--- src/logic/iess_pkg.sv ---
// Package: register map, field positions, vectors, types for the irq/sense/sleep block
package iess_pkg;
	// Register byte offsets (chosen layout, one word each)
	localparam logic [7:0] IESS_TMASK_OFF  = 8'h00;
	localparam logic [7:0] IESS_TFLAG_OFF  = 8'h04;
	localparam logic [7:0] IESS_CTRL_OFF   = 8'h08;
	localparam logic [7:0] IESS_GMASK_OFF  = 8'h0C;
	localparam logic [7:0] IESS_GFLAG_OFF  = 8'h10;
	localparam logic [7:0] IESS_STAT_OFF   = 8'h14;
	localparam logic [7:0] IESS_IEN_OFF    = 8'h18;
	localparam logic [7:0] IESS_ICLR_OFF   = 8'h1C;
	// Timer mask / flag bit positions
	localparam int IESS_T1OVF_BIT  = 7;
	localparam int IESS_CMPA_BIT   = 6;
	localparam int IESS_CMPB_BIT   = 5;
	localparam int IESS_CAP_BIT    = 3;
	localparam int IESS_T0OVF_BIT  = 1;
	localparam logic [7:0] IESS_TMASK_WMASK = 8'hEA;
	// Control register fields
	localparam int IESS_SLEEP_ARM_BIT = 5;
	localparam int IESS_SLEEP_SEL_BIT = 4;
	localparam int IESS_EXT1_SNS_LO   = 2;
	localparam int IESS_EXT0_SNS_LO   = 0;
	// General mask / flag bits
	localparam int IESS_EXT1_BIT = 7;
	localparam int IESS_EXT0_BIT = 6;
	localparam logic [7:0] IESS_GMASK_WMASK = 8'hC0;
	localparam logic [7:0] IESS_RST8 = 8'h00;
	// Vector addresses
	localparam logic [11:0] IESS_VEC_EXT0  = 12'h001;
	localparam logic [11:0] IESS_VEC_EXT1  = 12'h002;
	localparam logic [11:0] IESS_VEC_CAP   = 12'h003;
	localparam logic [11:0] IESS_VEC_CMPA  = 12'h004;
	localparam logic [11:0] IESS_VEC_CMPB  = 12'h005;
	localparam logic [11:0] IESS_VEC_T1OVF = 12'h006;
	localparam logic [11:0] IESS_VEC_T0OVF = 12'h007;
	localparam logic [11:0] IESS_VEC_NONE  = 12'h000;
	// Event status bits (sticky)
	localparam int IESS_EV_SLEEP = 0;
	localparam int IESS_EV_WAKE  = 1;
	localparam int IESS_EV_ACK   = 2;
	localparam int IESS_EV_N     = 3;

	typedef enum logic [1:0] {
		IESS_SNS_LOW  = 2'b00,
		IESS_SNS_RSV  = 2'b01,
		IESS_SNS_FALL = 2'b10,
		IESS_SNS_RISE = 2'b11
	} iess_sense_t;

	typedef enum logic [1:0] {
		IESS_AWAKE = 2'b00,
		IESS_IDLE  = 2'b01,
		IESS_PDOWN = 2'b10
	} iess_slp_t;

	// Timer flag inputs from the timer logic
	typedef struct packed {
		logic t1_ovf_flag;
		logic cmp_a_flag;
		logic cmp_b_flag;
		logic capture_flag;
		logic t0_ovf_flag;
	} iess_tflags_t;

	// Vectored request towards the core
	typedef struct packed {
		logic        valid;
		logic [11:0] vector;
	} iess_req_t;
endpackage

--- src/logic/iess_top.sv ---
// Interrupt enable, external sense and sleep control with APB registers
// Overview of operation
// - Timer1 overflow enabled with global flag requests vector 0x006.
// - Compare-A enabled with global flag requests vector 0x004.
// - Compare-B enabled with global flag requests vector 0x005.
// - Capture enabled with global flag requests vector 0x003.
// - Timer0 overflow enabled with global flag requests vector 0x007.
// - Timer mask bits 4, 2, 0 read as zero.
// - Sleep instruction sleeps only when sleep arm bit is one.
// - Sleep kind bit zero gives idle, one gives power-down.
// - External interrupt 1 requests only with global flag and its mask.
// - Ext1 sense: 00 low, 01 reserved, 10 falling, 11 rising.
// - Ext0 gated likewise and uses the same sense encoding.
// - Pins are sampled before edge detection; short pulses may be lost.
// - Low-level request persists while pin is low and enabled.
// - Ext flag clears on service or written one; stays clear in level mode.
// - Lowest pending vector is served first.
//
// The implementer's own choices: the address map and the APB register port.
`timescale 1ns/100ps
module iess_top
	import iess_pkg::*;
(
	// Clock and reset
	input  wire logic                 pclk,
	input  wire logic                 presetn,
	// APB slave
	input  wire logic                 psel,
	input  wire logic                 penable,
	input  wire logic                 pwrite,
	input  wire logic [7:0]           paddr,
	input  wire logic [31:0]          pwdata,
	input  wire logic [3:0]           pstrb,
	output logic [31:0]               prdata,
	output logic                      pready,
	output logic                      pslverr,
	// Core side
	input  wire logic                 global_irq_en,
	input  wire logic                 sleep_exec,
	input  wire logic                 irq_ack,
	input  wire logic [11:0]          irq_ack_vector,
	output iess_pkg::iess_req_t       irq_req,
	output iess_pkg::iess_slp_t       sleep_state,
	// Timer flags
	input  wire iess_pkg::iess_tflags_t timer_flags,
	// External pins
	input  wire logic                 ext_irq_pin_0,
	input  wire logic                 ext_irq_pin_1,
	// Interrupt line
	output logic                      irq
);
	import iess_pkg::*;

	logic [7:0]         tmask_r, tmask_nxt, ctrl_r, ctrl_nxt, gmask_r, gmask_nxt;
	logic [IESS_EV_N-1:0] stat_r, stat_nxt, ien_r, ien_nxt;
	iess_slp_t          slp_r, slp_nxt;
	logic [31:0]        rdata_r, rdata_nxt;
	logic               wr_acc, rd_acc, hit;
	logic               e0_flag, e1_flag, e0_lvl, e1_lvl, e0_clr, e1_clr, wake;
	logic [6:0]         req, grant;
	iess_req_t          win;

	function automatic logic is_reg(input logic [7:0] a);
		return a inside {IESS_TMASK_OFF, IESS_TFLAG_OFF, IESS_CTRL_OFF, IESS_GMASK_OFF,
			IESS_GFLAG_OFF, IESS_STAT_OFF, IESS_IEN_OFF, IESS_ICLR_OFF};
	endfunction

	function automatic logic ack_of(input logic [11:0] v);
		return irq_ack && (irq_ack_vector == v);
	endfunction

	assign hit    = is_reg(paddr);
	assign wr_acc = psel & penable & pwrite & hit & pstrb[0];
	assign rd_acc = psel & ~penable & ~pwrite;
	assign pready = 1'b1;
	assign pslverr = psel & penable & ~hit;

	// Register writes
	always_comb begin
		tmask_nxt = tmask_r;
		ctrl_nxt  = ctrl_r;
		gmask_nxt = gmask_r;
		ien_nxt   = ien_r;
		if (wr_acc) begin
			unique case (paddr)
				IESS_TMASK_OFF: tmask_nxt = pwdata[7:0] & IESS_TMASK_WMASK;
				IESS_CTRL_OFF:  ctrl_nxt  = pwdata[7:0];
				IESS_GMASK_OFF: gmask_nxt = pwdata[7:0] & IESS_GMASK_WMASK;
				IESS_IEN_OFF:   ien_nxt   = pwdata[IESS_EV_N-1:0];
				default: ;
			endcase
		end
	end

	// Ext flags cleared by written one or by service entry
	assign e0_clr = (wr_acc && paddr == IESS_GFLAG_OFF && pwdata[IESS_EXT0_BIT])
		|| ack_of(IESS_VEC_EXT0);
	assign e1_clr = (wr_acc && paddr == IESS_GFLAG_OFF && pwdata[IESS_EXT1_BIT])
		|| ack_of(IESS_VEC_EXT1);

	iess_sense u_ext0 (
		.pclk      (pclk),
		.presetn   (presetn),
		.pin       (ext_irq_pin_0),
		.sense     (iess_sense_t'(ctrl_r[IESS_EXT0_SNS_LO +: 2])),
		.clr       (e0_clr),
		.flag      (e0_flag),
		.level_req (e0_lvl)
	);

	iess_sense u_ext1 (
		.pclk      (pclk),
		.presetn   (presetn),
		.pin       (ext_irq_pin_1),
		.sense     (iess_sense_t'(ctrl_r[IESS_EXT1_SNS_LO +: 2])),
		.clr       (e1_clr),
		.flag      (e1_flag),
		.level_req (e1_lvl)
	);

	// Source flags held by the timer stay pending until enabled
	always_comb begin
		req    = 7'h00;
		req[0] = global_irq_en & gmask_r[IESS_EXT0_BIT] & (e0_flag | e0_lvl);
		req[1] = global_irq_en & gmask_r[IESS_EXT1_BIT] & (e1_flag | e1_lvl);
		req[2] = global_irq_en & tmask_r[IESS_CAP_BIT] & timer_flags.capture_flag;
		req[3] = global_irq_en & tmask_r[IESS_CMPA_BIT] & timer_flags.cmp_a_flag;
		req[4] = global_irq_en & tmask_r[IESS_CMPB_BIT] & timer_flags.cmp_b_flag;
		req[5] = global_irq_en & tmask_r[IESS_T1OVF_BIT] & timer_flags.t1_ovf_flag;
		req[6] = global_irq_en & tmask_r[IESS_T0OVF_BIT] & timer_flags.t0_ovf_flag;
	end

	iess_prio u_prio (
		.req   (req),
		.win   (win),
		.grant (grant)
	);

	// Pending flags raise the request as soon as their enables are set
	assign irq_req = win;

	// Sleep state; any enabled request wakes idle, only an external request wakes power-down
	assign wake = win.valid;
	always_comb begin
		slp_nxt = slp_r;
		unique case (slp_r)
			IESS_AWAKE: begin
				if (sleep_exec && ctrl_r[IESS_SLEEP_ARM_BIT]) begin
					slp_nxt = ctrl_r[IESS_SLEEP_SEL_BIT] ? IESS_PDOWN : IESS_IDLE;
				end
			end
			IESS_IDLE:  if (wake) slp_nxt = IESS_AWAKE;
			IESS_PDOWN: if (wake && grant[1:0] != 2'b00) slp_nxt = IESS_AWAKE;
			default:    slp_nxt = IESS_AWAKE;
		endcase
	end

	// Sticky event status; set wins over clear
	always_comb begin
		stat_nxt = stat_r;
		if (wr_acc && paddr == IESS_ICLR_OFF) begin
			stat_nxt = stat_r & ~pwdata[IESS_EV_N-1:0];
		end
		if (slp_r == IESS_AWAKE && slp_nxt != IESS_AWAKE) stat_nxt[IESS_EV_SLEEP] = 1'b1;
		if (slp_r != IESS_AWAKE && slp_nxt == IESS_AWAKE) stat_nxt[IESS_EV_WAKE] = 1'b1;
		if (irq_ack) stat_nxt[IESS_EV_ACK] = 1'b1;
	end

	// Read data registered in setup phase
	always_comb begin
		rdata_nxt = rdata_r;
		if (rd_acc) begin
			rdata_nxt = 32'h0000_0000;
			unique case (paddr)
				IESS_TMASK_OFF: rdata_nxt[7:0] = tmask_r & IESS_TMASK_WMASK;
				IESS_TFLAG_OFF: rdata_nxt[7:0] = {timer_flags.t1_ovf_flag,
					timer_flags.cmp_a_flag, timer_flags.cmp_b_flag, 1'b0,
					timer_flags.capture_flag, 1'b0, timer_flags.t0_ovf_flag, 1'b0};
				IESS_CTRL_OFF:  rdata_nxt[7:0] = ctrl_r;
				IESS_GMASK_OFF: rdata_nxt[7:0] = gmask_r;
				IESS_GFLAG_OFF: rdata_nxt[7:0] = {e1_flag, e0_flag, 6'h00};
				IESS_STAT_OFF:  rdata_nxt[IESS_EV_N-1:0] = stat_r;
				IESS_IEN_OFF:   rdata_nxt[IESS_EV_N-1:0] = ien_r;
				default: ;
			endcase
		end
	end

	always_ff @(posedge pclk or negedge presetn) begin
		if (!presetn) begin
			tmask_r <= IESS_RST8;
			ctrl_r  <= IESS_RST8;
			gmask_r <= IESS_RST8;
			ien_r   <= '0;
			stat_r  <= '0;
			slp_r   <= IESS_AWAKE;
			rdata_r <= 32'h0000_0000;
		end else begin
			tmask_r <= tmask_nxt;
			ctrl_r  <= ctrl_nxt;
			gmask_r <= gmask_nxt;
			ien_r   <= ien_nxt;
			stat_r  <= stat_nxt;
			slp_r   <= slp_nxt;
			rdata_r <= rdata_nxt;
		end
	end

	assign prdata      = rdata_r;
	assign sleep_state = slp_r;
	assign irq         = |(stat_r & ien_r);
endmodule

--- src/logic/iess_sense.sv ---
// One external interrupt input: synchroniser, sense decode and flag
`timescale 1ns/100ps
module iess_sense
	import iess_pkg::*;
(
	// Clock and reset
	input  wire logic        pclk,
	input  wire logic        presetn,
	// Pin and control
	input  wire logic        pin,
	input  wire iess_pkg::iess_sense_t sense,
	input  wire logic        clr,
	// Result
	output logic             flag,
	output logic             level_req
);
	import iess_pkg::*;

	logic meta_r, sync_r, prev_r, flag_r;
	logic flag_nxt, fall, rise, edge_hit;

	always_comb begin
		fall      = prev_r & ~sync_r;
		rise      = ~prev_r & sync_r;
		edge_hit  = (sense == IESS_SNS_FALL) ? fall : (sense == IESS_SNS_RISE) ? rise : 1'b0;
		// Event wins over a same-cycle clear; level mode keeps it clear
		flag_nxt  = (edge_hit | (flag_r & ~clr)) & (sense != IESS_SNS_LOW);
		level_req = (sense == IESS_SNS_LOW) & ~sync_r;
	end

	always_ff @(posedge pclk or negedge presetn) begin
		if (!presetn) begin
			meta_r <= 1'b1;
			sync_r <= 1'b1;
			prev_r <= 1'b1;
			flag_r <= 1'b0;
		end else begin
			meta_r <= pin;
			sync_r <= meta_r;
			prev_r <= sync_r;
			flag_r <= flag_nxt;
		end
	end

	assign flag = flag_r;
endmodule

--- src/logic/iess_prio.sv ---
// Fixed priority encoder: lowest vector wins
`timescale 1ns/100ps
module iess_prio
	import iess_pkg::*;
(
	// Requests, bit 0 is vector 1
	input  wire logic [6:0] req,
	// Winner
	output iess_pkg::iess_req_t win,
	output logic [6:0]      grant
);
	import iess_pkg::*;

	always_comb begin
		win   = '{valid: 1'b0, vector: IESS_VEC_NONE};
		grant = 7'h00;
		for (int i = 6; i >= 0; i--) begin
			if (req[i]) begin
				win   = '{valid: 1'b1, vector: 12'(i + 1)};
				grant = 7'(1 << i);
			end
		end
	end
endmodule

--- config.mk ---
export PLATFORM = sky130hd
export DESIGN_NAME = iess_top
export DESIGN_NICKNAME = d
export VERILOG_FILES = /design/src/logic/iess_pkg.sv /design/src/logic/iess_top.sv /design/src/logic/iess_sense.sv /design/src/logic/iess_prio.sv
export SDC_FILE = /design/constraint.sdc
export NUM_CORES = 1
export LEC_CHECK = 0
export BUFFER_PORTS_ARGS = -buffer_cell sky130_fd_sc_hd__buf_2
export CELL_PAD_IN_SITES_DETAIL_PLACEMENT = 2
export CELL_PAD_IN_SITES_GLOBAL_PLACEMENT = 2
export CORE_ASPECT_RATIO = 2
export CORE_UTILIZATION = 27
export CTS_CLUSTER_DIAMETER = 50
export DETAILED_ROUTE_END_ITERATION = 10
export PLACE_DENSITY = 0.95
export SETUP_SLACK_MARGIN = 0.15
export SYNTH_ARGS = -nofsm -noshare
export SYNTH_HDL_FRONTEND = slang
export SYNTH_SLANG_ARGS = --single-unit
--- constraint.sdc ---
create_clock -name pclk -period 2.4 [get_ports pclk]
set_input_delay 0.24 -clock pclk [delete_from_list [all_inputs] [get_ports pclk]]
set_output_delay 0.24 -clock pclk [all_outputs]
set_load 0.02 [all_outputs]
* Yosys cells after proc, flatten, opt, wreduce, memory -nomap -nowiden
Cells that the tools add are included.
Operators by class: multipliers 0, reduce and logical (&&, ||, !) cells 31, divide/modulo/power cells 0, bitwise operators 47, magnitude comparators 0, $add $sub $neg 0, shift operators 0, mux-type cells 28, equality and inequality tests 15
Operators with widths (number):
- 2-to-1 mux 13 bit | 7
- == test 8 x 5 -> 1 bit, second input constant | 4
- AND 1 bit | 31
- one-hot mux 5 bit (5 select lines) | 1
- 2-to-1 mux 2 bit | 10
- == test 8 x 4 -> 1 bit, second input constant | 2
- nonzero test 2 bit | 8
- one-hot mux 3 bit (5 select lines) | 1
- == test 12 x 1 -> 1 bit, second input constant | 1
- == test 12 x 2 -> 1 bit, second input constant | 1
- == test 2 bit, second input constant | 5
- logical AND 1 bit | 10
- inverter 1 bit | 9
- == test 8 x 3 -> 1 bit, second input constant | 1
- logical NOT 2 bit | 4
- logical NOT 8 bit | 1
- AND reduction 2 bit | 4
- nonzero test 8 bit | 1
- 2-to-1 mux 1 bit | 7
- AND 3 bit | 2
- one-hot mux 2 bit (3 select lines) | 1
- OR 1 bit | 4
- 2-to-1 mux 3 bit | 1
- inverter 3 bit | 1
- other kinds (3) | 4
Word-level totals: memories kept 0, bits in latches 0, register bits 39, memory bits (writable) 0, bits in read-only memories 0, logic and storage cells 138, output and inout port bits 50

* Logic depth before layout (Yosys ltp)
Gate-level depths: netlist of run 1.
depth after elaboration 15, mapped depth 6, mapped depth without buffers 5

* Modules after synthesis
Synthesis of run 1 repeated with hierarchy kept, for this count alone.
Unflattened totals: cells, all modules 238, area total of the unflattened synthesis 2393.5 um^2
By module, submodules not included:
- iess_top | area an instance 1885.6 um^2, times used 1, cells each 186
- iess_sense | area an instance 150.1 um^2, times used 2, cells each 10
- iess_prio | area an instance 207.7 um^2, times used 1, cells each 32

* Least setup slack after synthesis of run 1
Ideal clock, no wire load.
path type register to output, start reg u_ext1.sync_r, end out irq_req[2] (netlist name), slack 0.681 ns, cell stages (with the launch flop) 5, arrival time 1.479 ns, cells stage by stage dfstp_2 -> nor3_1 -> o211ai_1 -> nand2_1 -> nor3b_1
RTL lines:
- from (decl) | RTL line iess_sense.sv:19 | logic meta_r, sync_r, prev_r, flag_r;
- from (signal assigned) | RTL line iess_sense.sv:39 | sync_r <= meta_r;
- to (decl) | RTL line iess_top.sv:42 | output iess_pkg::iess_req_t irq_req,

==> impl_metrics.toml, run 1 <==
[run_status]
outcome = "finished clean"

[global_route]
antenna_found_initial = 0
grtUsageMet3_pct = 3.04
grt_pass1_wl_mm = 11.4
grt_pass1_vias = 2217
grt_busiest_layer = "met2"
grt.met2_usage_pct = 33.2
grt_overflow = 0
track_usage_pct = 18.0
grt_use_met1_pct = 16.4
grt_max_degree = 40

[pwr]
combPwrFrac_pct = 12.1
p_int_mw = 1.17
p_per_area_nw_per_um2 = 570
ir_drop_uv = 244
power_switching_mw = 0.402
p_seq_share_pct = 43.4
p_clk_share_pct = 44.5
power.leakage_nw = 1.38
netSwitchingFraction_pct = 25.5

[finish]
nets = 370
nFillCells = 939
drive_gt1_share_pct = 36.3
syn_to_final_growth_pct = 21.8
diodes = 0
fin_util_pct = 33.6

[sta]
tns_ns = 0
worst_pin_slew_ns = 0.908
clock-skew-final_ns = 0.00527
fmax_mhz = 473
finalSetupViolations = 0
period_share_pct = 88.2
slew_headroom_pct = 39.5
drv_slew = 0
hold_violations = 0
rsz0062_at_grt = "false"
finalCriticalPeriod_ns = 2.12

[synth]
ys.flop_type = "dfrtp_1"
yosys_warnings = 0
synth_area_um2 = 2270
synth-seq-cells = 39
async_flop_share_pct = 100
yosysSeqAreaShare_pct = 43.4
synth_edf_count = 0
ys_types = 44
syn_area_per_cell_um2 = 9.86
syn_inst = 230

[clocking]
cts_made_buffers = 5
cts.sinks = 39
cts_root_buf = "clkbuf_16"
cts.path.max_buffers = 2
cts.clk_slew.worst_paths_ns = 0.05
insertion_delay_ns = 0.29
htreeDepth = 2
cts_tree = "done"

[floorplan]
fp.dieH_um = 132
initial_core_util_pct = 27.6
rows = 47
io_pins = 121
fp.coreArea_um2 = 8230
dieArea_um2 = 8790
chipWidth_um = 66.8

[detailed_routing]
drtIter0Drc = 99
postRouteAntennaNets = 0
dr.pass1.iters = 4
totalWireLength_mm = 7.15
drcViolationCount = 0
routed_via_density = 5.00
vias = 1989
wl_per_cell_um = 18.0

[worst_setup_path]
arrival_ns = 1.88
worstSetupStartpointType = "flip-flop"
cp.required_ns = 2.16
cp_max_fo = 4
worst_setup_path_end_kind = "output port"
critPathKind = "reg2out"

[placed_design]
io_buffers = 59
gp_congestion = 0.926
dpl.hpwl_mm = 5.71

[hold_path]
hold_class = "in2reg"

[run]
max_cap_violations = 0
-- sequential cells by signal (all words and copies together) (netlist names), 2 cells and up --
register	count
ctrl_r	8
prdata	8
tmask_r	5
ien_r	3
stat_r	3
gmask_r	2
sleep_state	2
-- layout by cell type (no fill, tap or decap), types with 3 or more instances in the layout --
master     netlist  layout
mux2_2          16      16
nor3_1           5       5
clkbuf_16        0       5
nor4_1           3       3
dfstp_2          6       6
nor2_1          14      14
buf_2            3      59
inv_1            5       5
a22o_1           4       4
a21oi_1         10      10
a31oi_1          3       3
o21ai_0         15      15
mux2i_1          3       3
dfrtp_1         33      33
conb_1           2      34
nand3_1          5       5
nand2_1         32      31
buf_4           34       9
-- metrics by stage --
stage	area [µm²]	worst slack, ns	instances	power, mW	hold WS [ns]
2_1_floorplan	2390	0.681	262	0.837	-0.0556
3_3_place_gp	2580	0.367	387	0.875	0.345
3_5_place_dp	2580	0.316	387	0.885	0.347
4_1_cts	2740	0.227	395	1.60	0.0447
5_1_grt	2760	0.161	398	1.64	0.0411
6_report	2760	0.284	398	1.57	0.0534
-- critical path, cell delays in order, from the launching register on --
cell      delay [ns]
dfstp_2         0.56
nor3_1          0.05
o211ai_1        0.36
buf_4           0.18
nand4_1         0.20
buf_2           0.25
-- synthesized netlist by cell type, types with 2 or more instances --
library cell | instances | area share, %
a21o_1 | 2 | 0.66
a21oi_1 | 10 | 2.2
a221oi_1 | 2 | 0.77
a22o_1 | 4 | 1.5
a31oi_1 | 3 | 0.83
buf_2 | 3 | 0.66
buf_4 | 34 | 11
conb_1 | 2 | 0.33
dfrtp_1 | 33 | 36
dfstp_2 | 6 | 6.9
inv_1 | 5 | 0.83
mux2_1 | 2 | 0.99
mux2_2 | 16 | 7.9
mux2i_1 | 3 | 1.3
mux4_2 | 2 | 2.0
nand2_1 | 32 | 5.3
nand2b_1 | 2 | 0.55
nand3_1 | 5 | 1.1
nand3b_1 | 2 | 0.66
nand4_1 | 2 | 0.55
nor2_1 | 14 | 2.3
nor3_1 | 5 | 1.1
nor3b_1 | 2 | 0.66
nor4_1 | 3 | 0.83
o211ai_1 | 2 | 0.66
o21ai_0 | 15 | 3.3
or3_4 | 2 | 0.99
-- what timing repair did --
action,in CTS,in global routing
hold buffers,0,0
resized for setup,1,1
pin swaps,0,2
gates cloned,0,0
setup buffers,0,3
hold endpoints to repair,0,0
endpoints found under the setup margin,1,1
-- logic make-up after synthesis --
kind of cell	count (synthesis)	synth area share, %
AO/OA/AOI/OAI	42	11.6
buffers and inverters	43	12.9
flip-flops	39	43.4
multiplexers	23	12.2
other	2	0.331
AND/OR/NAND/NOR	81	19.6
-- per-layer routing --
layer,part of all wire (%),up-vias
met4,6.6,0
met5,0,-
li1,-,891
met1,32,980
met2,57,96
met3,5.0,22
-- final cells by class --
class	instances	area [µm²]	share of cell area, %
Multi-Input combinational cell	180	1120	40.5
Sequential cell	39	983	35.6
Timing Repair Buffer	68	363	13.1
Clock buffer	8	156	5.66
Tap cell	98	123	4.44
Inverter	5	18.8	0.679
-- path summary, 6_finish.rpt --
path                            endpoint  cells past startpoint          start  slack [ns]
max                          irq_req[12]                      5  u_ext1.sync_r        0.28
min                        u_ext0.meta_r                      1  ext_irq_pin_0        0.05
max reg2reg                    stat_r[1]                      6  u_ext1.sync_r        0.52
min reg2reg                u_ext0.sync_r                      0  u_ext0.meta_r        0.35
max in group asynchronous      stat_r[2]                      1        presetn        1.74
min in group asynchronous     tmask_r[6]                      1        presetn        0.09
-- power by group through the flow --
stage / clock [mW] / combinational (mW) / sequential, mW
after detailed placement: 0 / 0.190 / 0.695
after floorplan: 0 / 0.136 / 0.701
final: 0.701 / 0.191 / 0.683
after CTS: 0.726 / 0.191 / 0.684
after global placement: 0 / 0.182 / 0.694
after global routing: 0.742 / 0.209 / 0.685
Note: power is estimated with default switching activity, not from simulation.
==> run 2: changes to the inputs <==
--- a/config.mk
+++ b/config.mk
@@ -13,6 +13,7 @@
 export CTS_CLUSTER_DIAMETER = 50
 export DETAILED_ROUTE_END_ITERATION = 10
 export PLACE_DENSITY = 0.95
+export RECOVER_POWER = 25
 export SETUP_SLACK_MARGIN = 0.15
 export SYNTH_ARGS = -nofsm -noshare
 export SYNTH_HDL_FRONTEND = slang
==> impl_metrics.toml, run 2 (synthesized netlist as in run 1, its figures left out) <==
[pwr]
netSwitchingFraction_pct = 25.5
p_int_mw = 1.17
power_switching_mw = 0.402
power.leakage_nw = 1.38
p_clk_share_pct = 44.5
p_total_mw = 1.57
combPwrFrac_pct = 12.1
p_per_area_nw_per_um2 = 569
p_seq_share_pct = 43.4
ir_drop_uv = 244

[finish]
fin_cells = 398
fin_util_pct = 33.6
diodes = 0
layout_commonest_cell = "buf_2"
layout_common_cells = "buf_2 (59), conb_1 (34), dfrtp_1 (33)"
nets = 370
syn_to_final_growth_pct = 21.8
drive_gt1_share_pct = 35.7

[sta]
worst_pin_slew_ns = 0.908
finalCriticalPeriod_ns = 2.15
period_share_pct = 89.4
drv_slew = 0
slew_headroom_pct = 39.5
tns_ns = 0
clock-skew-final_ns = 0.00529
rsz0062_at_grt = "false"
finalSetupViolations = 0
hold_violations = 0
fmax_mhz = 466

[run]
max_cap_violations = 0

[clocking]
cts_root_buf = "clkbuf_16"
cts.sinks = 39
htreeDepth = 2
cts.clk_slew.worst_paths_ns = 0.05
cts.path.max_buffers = 2
postCtsHoldBufs = 0
cts_made_buffers = 5
cts_tree = "done"
insertion_delay_ns = 0.29

[detailed_routing]
drtIter0Drc = 99
drcViolationCount = 0
routed_via_density = 4.99
vias = 1987
wl_met3_um = 360
totalWireLength_mm = 7.16
wl_met2_mm = 4.06
dr.pass1.iters = 4
met1Wirelength_mm = 2.27
wl_per_cell_um = 18.0
postRouteAntennaNets = 0
top_layer = "met4"

[hold_path]
hp-start = "ext_irq_pin_0"
holdPathStages = 1
hold_class = "in2reg"
min_to = "u_ext0.meta_r"

[worst_setup_path]
arrival_ns = 1.91
cp.required_ns = 2.16
r2r-end = "stat_r[1]"
regToRegSetupSlack_ns = 0.49
worstSetupStartpointType = "flip-flop"
worst_setup_path_end_kind = "output port"
critPathKind = "reg2out"
cp_max_fo = 4
reg2reg_depth = 6
r2r_start = "u_ext1.sync_r"

[run_status]
outcome = "finished clean"

[floorplan]
fp.coreArea_um2 = 8230
io_pins = 121
chipWidth_um = 66.8
initial_core_util_pct = 27.6
rows = 47
dieArea_um2 = 8790
fp.dieH_um = 132

[global_route]
track_usage_pct = 18.0
grt_max_degree = 40
grt_pass1_wl_mm = 11.4
grt_overflow = 0
antenna_found_initial = 0
grt_pass1_vias = 2217

[placed_design]
dp.cells = 387
gp_congestion = 0.926
dpl.hpwl_mm = 5.71
io_buffers = 59
==> run 2: changes by cell type in the layout (fill, tap and decap cells not counted) <==
| cell | delta |
|---|---|
| dfstp_2 | -2 |
| dfstp_1 | +2 |
==> run 2: critical path, cell delays in order (launching register included) <==
cell	delay (ns)
dfstp_1	0.58
nor3_1	0.06
o211ai_1	0.36
buf_4	0.18
nand4_1	0.20
buf_2	0.25
==> run 2: power by group through the flow <==
stage / Clock [mW] / Sequential [mW] / Combinational [mW]
after global placement: 0 / 0.694 / 0.182
final: 0.701 / 0.683 / 0.190
after CTS: 0.726 / 0.684 / 0.191
after floorplan: 0 / 0.701 / 0.136
after global routing: 0.741 / 0.684 / 0.209
after detailed placement: 0 / 0.695 / 0.190
==> run 2: how the worst max path moves through the flow <==
stage                     cells past startpoint     startpoint  slack [ns]           to
after global placement                        6       paddr[5]        0.37     ien_r[2]
final                                         5  u_ext1.sync_r        0.25  irq_req[12]
after detailed placement                      6       paddr[5]        0.32     ien_r[0]
after CTS                                     5  u_ext0.sync_r        0.23   irq_req[2]
after floorplan                               4  u_ext1.sync_r        0.68   irq_req[2]
after global routing                          5  u_ext1.sync_r        0.12   irq_req[2]
==> run 2: through the flow <==
| step | hold WS [ns] | instance area, µm² | setup WS (ns) |
|---|---|---|---|
| floorplan | -0.0556 | 2390 | 0.681 |
| global placement | 0.345 | 2580 | 0.367 |
| detailed placement | 0.347 | 2580 | 0.316 |
| CTS | 0.0447 | 2740 | 0.227 |
| global route | 0.0412 | 2760 | 0.122 |
| finish | 0.0534 | 2760 | 0.254 |
==> run 2: area by class of cell <==
type	count	area [µm²]
well taps	98	123
fillers	939	5470
inverters	5	18.8
repair buffers	68	363
clock buffers	8	156
multi-input cells	180	1120
flip-flops and latches	39	983
==> run 2: metal layers <==
layer / GRT usage [%] / vias to the layer above
li1: - / 890
met1: 16.4 / 979
met2: 33.2 / 96
met3: 3.04 / 22
met4: 13.1 / 0
met5: 0 / -
==> run 2: repair_timing <==
item	in CTS	in global routing
pin swaps	0	2
resized for setup	1	1
hold endpoints to repair	0	0
setup endpoints to repair	1	1
setup buffers	0	3
==> run 3: changes to the inputs <==
--- a/config.mk
+++ b/config.mk
@@ -12,7 +12,7 @@
 export CORE_UTILIZATION = 27
 export CTS_CLUSTER_DIAMETER = 50
 export DETAILED_ROUTE_END_ITERATION = 10
-export PLACE_DENSITY = 0.95
+export PLACE_DENSITY_LB_ADDON = 0.1
 export RECOVER_POWER = 25
 export SETUP_SLACK_MARGIN = 0.15
 export SYNTH_ARGS = -nofsm -noshare
==> impl_metrics.toml, run 3 (synthesized netlist as in run 1, its figures left out) <==
[finish]
register_area_um2 = 983
nets = 371
layout_commonest_cell = "buf_2"
nFillCells = 975
layout_common_cells = "buf_2 (58), conb_1 (34), dfrtp_1 (33)"
diodes = 0
drive_gt1_share_pct = 35.5
syn_to_final_growth_pct = 22.8
multi_input_area_um2 = 1120

[global_route]
track_usage_pct = 17.2
grt_pass1_vias = 2054
antenna_found_initial = 0
grt_pass1_wl_mm = 10.8
grt_overflow = 0
grt_max_degree = 40

[worst_setup_path]
r2r_start = "u_ext1.sync_r"
critPathKind = "reg2out"
r2r-end = "stat_r[1]"
crit_chain = "nor3_1 > o211ai_1 > nand2_1 > nor3b_2 > buf_2"
crit_family = "flip-flops"
cp_slowest_stage_delay_ns = 0.58
regToRegSetupSlack_ns = 0.65
worstSetupStartpointType = "flip-flop"
cp.required_ns = 2.16
slowest_stage = "dfstp_1"
cp_max_fo = 4
worst_setup_path_end_kind = "output port"
reg2reg_depth = 5
arrival_ns = 1.90
crit_buf_inv = 1

[clocking]
cts_root_buf = "clkbuf_16"
insertion_delay_ns = 0.29
htreeDepth = 2
cts_made_buffers = 5
postCtsSetupBuffers = 0
cts.clk_slew.worst_paths_ns = 0.06
cts.path.max_buffers = 2
cts_tree = "done"
cts.sinks = 39

[detailed_routing]
totalWireLength_mm = 6.84
drcViolationCount = 0
routed_via_density = 4.75
drtIter0Drc = 38
vias = 1896
dr.pass1.iters = 4
postRouteAntennaNets = 0
wl_per_cell_um = 17.1

[sta]
hold_violations = 0
finalSetupViolations = 0
slew_headroom_pct = -42.4
worst_pin_slew_ns = 2.14
rsz0062_at_grt = "false"
drv_slew = 40
fmax_mhz = 467
period_share_pct = 89.3
tns_ns = 0
finalCriticalPeriod_ns = 2.14
clock-skew-final_ns = 0.00462

[floorplan]
fp.coreArea_um2 = 8230
io_pins = 121
fp.dieH_um = 132
rows = 47
chipWidth_um = 66.8
dieArea_um2 = 8790
initial_core_util_pct = 27.6

[run_status]
outcome = "complete, but fails checks"
violations = "max-capacitance violations, max-slew violations"

[pwr]
combPwrFrac_pct = 11.3
power.leakage_nw = 1.39
ir_drop_uv = 380
p_seq_share_pct = 41.1
p_clk_share_pct = 47.7
p_total_mw = 1.66
power_switching_mw = 0.415
netSwitchingFraction_pct = 25.0
p_int_mw = 1.25
p_per_area_nw_per_um2 = 597

[hold_path]
hp-start = "ext_irq_pin_1"
min_to = "u_ext1.meta_r"
holdPathStages = 1
hold_class = "in2reg"

[placed_design]
dpl.hpwl_mm = 5.64
gp_congestion = 0.769
io_buffers = 59

[run]
max_cap_violations = 1
==> run 3: metrics by stage <==
step | worst slack, ns | cell area (µm²) | hold WS, ns | util, % | instances
2_1_floorplan | 0.681 | 2390 | -0.0556 | - | 262
3_3_place_gp | 0.403 | 2610 | 0.345 | 31.7 | 391
3_5_place_dp | 0.396 | 2610 | 0.347 | 31.7 | 391
4_1_cts | 0.223 | 2780 | 0.0392 | 33.8 | 399
5_1_grt | 0.132 | 2790 | 0.0329 | 33.8 | 399
6_report | 0.257 | 2790 | 0.0471 | 33.8 | 399
==> run 3: repair_timing <==
action,4_1_cts,5_1_grt
endpoints found under the setup margin,0,1
gates resized for setup,0,1
hold buffers,0,0
==> run 3: metal layers <==
metal  GRT usage (%)  share of wire (%)  wire length, µm
met1            16.6                 33             2290
met2            32.5                 59             4020
met3            2.69                4.3              293
met4            9.22                3.5              241
met5               0                  0                0
==> run 3: final cells by class <==
class                           count  share of cell area, %
Clock buffer                        6                   4.99
Inverter                            5                  0.674
Clock inverter                      2                   1.26
Sequential cell                    39                   35.3
Tap cell                           98                   4.40
Multi-Input combinational cell    180                   40.1
Timing Repair Buffer               69                   13.3
==> run 3: how the worst max path moves through the flow <==
stage / startpoint / slack, ns / endpoint / depth (start not counted)
after floorplan: u_ext1.sync_r / 0.68 / irq_req[2] / 4
after global placement: paddr[5] / 0.40 / ien_r[0] / 7
after detailed placement: paddr[5] / 0.40 / ien_r[1] / 7
after CTS: u_ext1.sync_r / 0.22 / irq_req[2] / 5
after global routing: u_ext1.sync_r / 0.13 / irq_req[2] / 5
final: u_ext1.sync_r / 0.26 / irq_req[2] / 5
==> run 3: power by group through the flow <==
| stage | logic, mW | clock network (mW) | registers, mW |
|---|---|---|---|
| after floorplan | 0.136 | 0 | 0.701 |
| after global placement | 0.187 | 0 | 0.694 |
| after detailed placement | 0.190 | 0 | 0.695 |
| after CTS | 0.191 | 0.819 | 0.683 |
| after global routing | 0.206 | 0.842 | 0.683 |
| final | 0.187 | 0.792 | 0.682 |
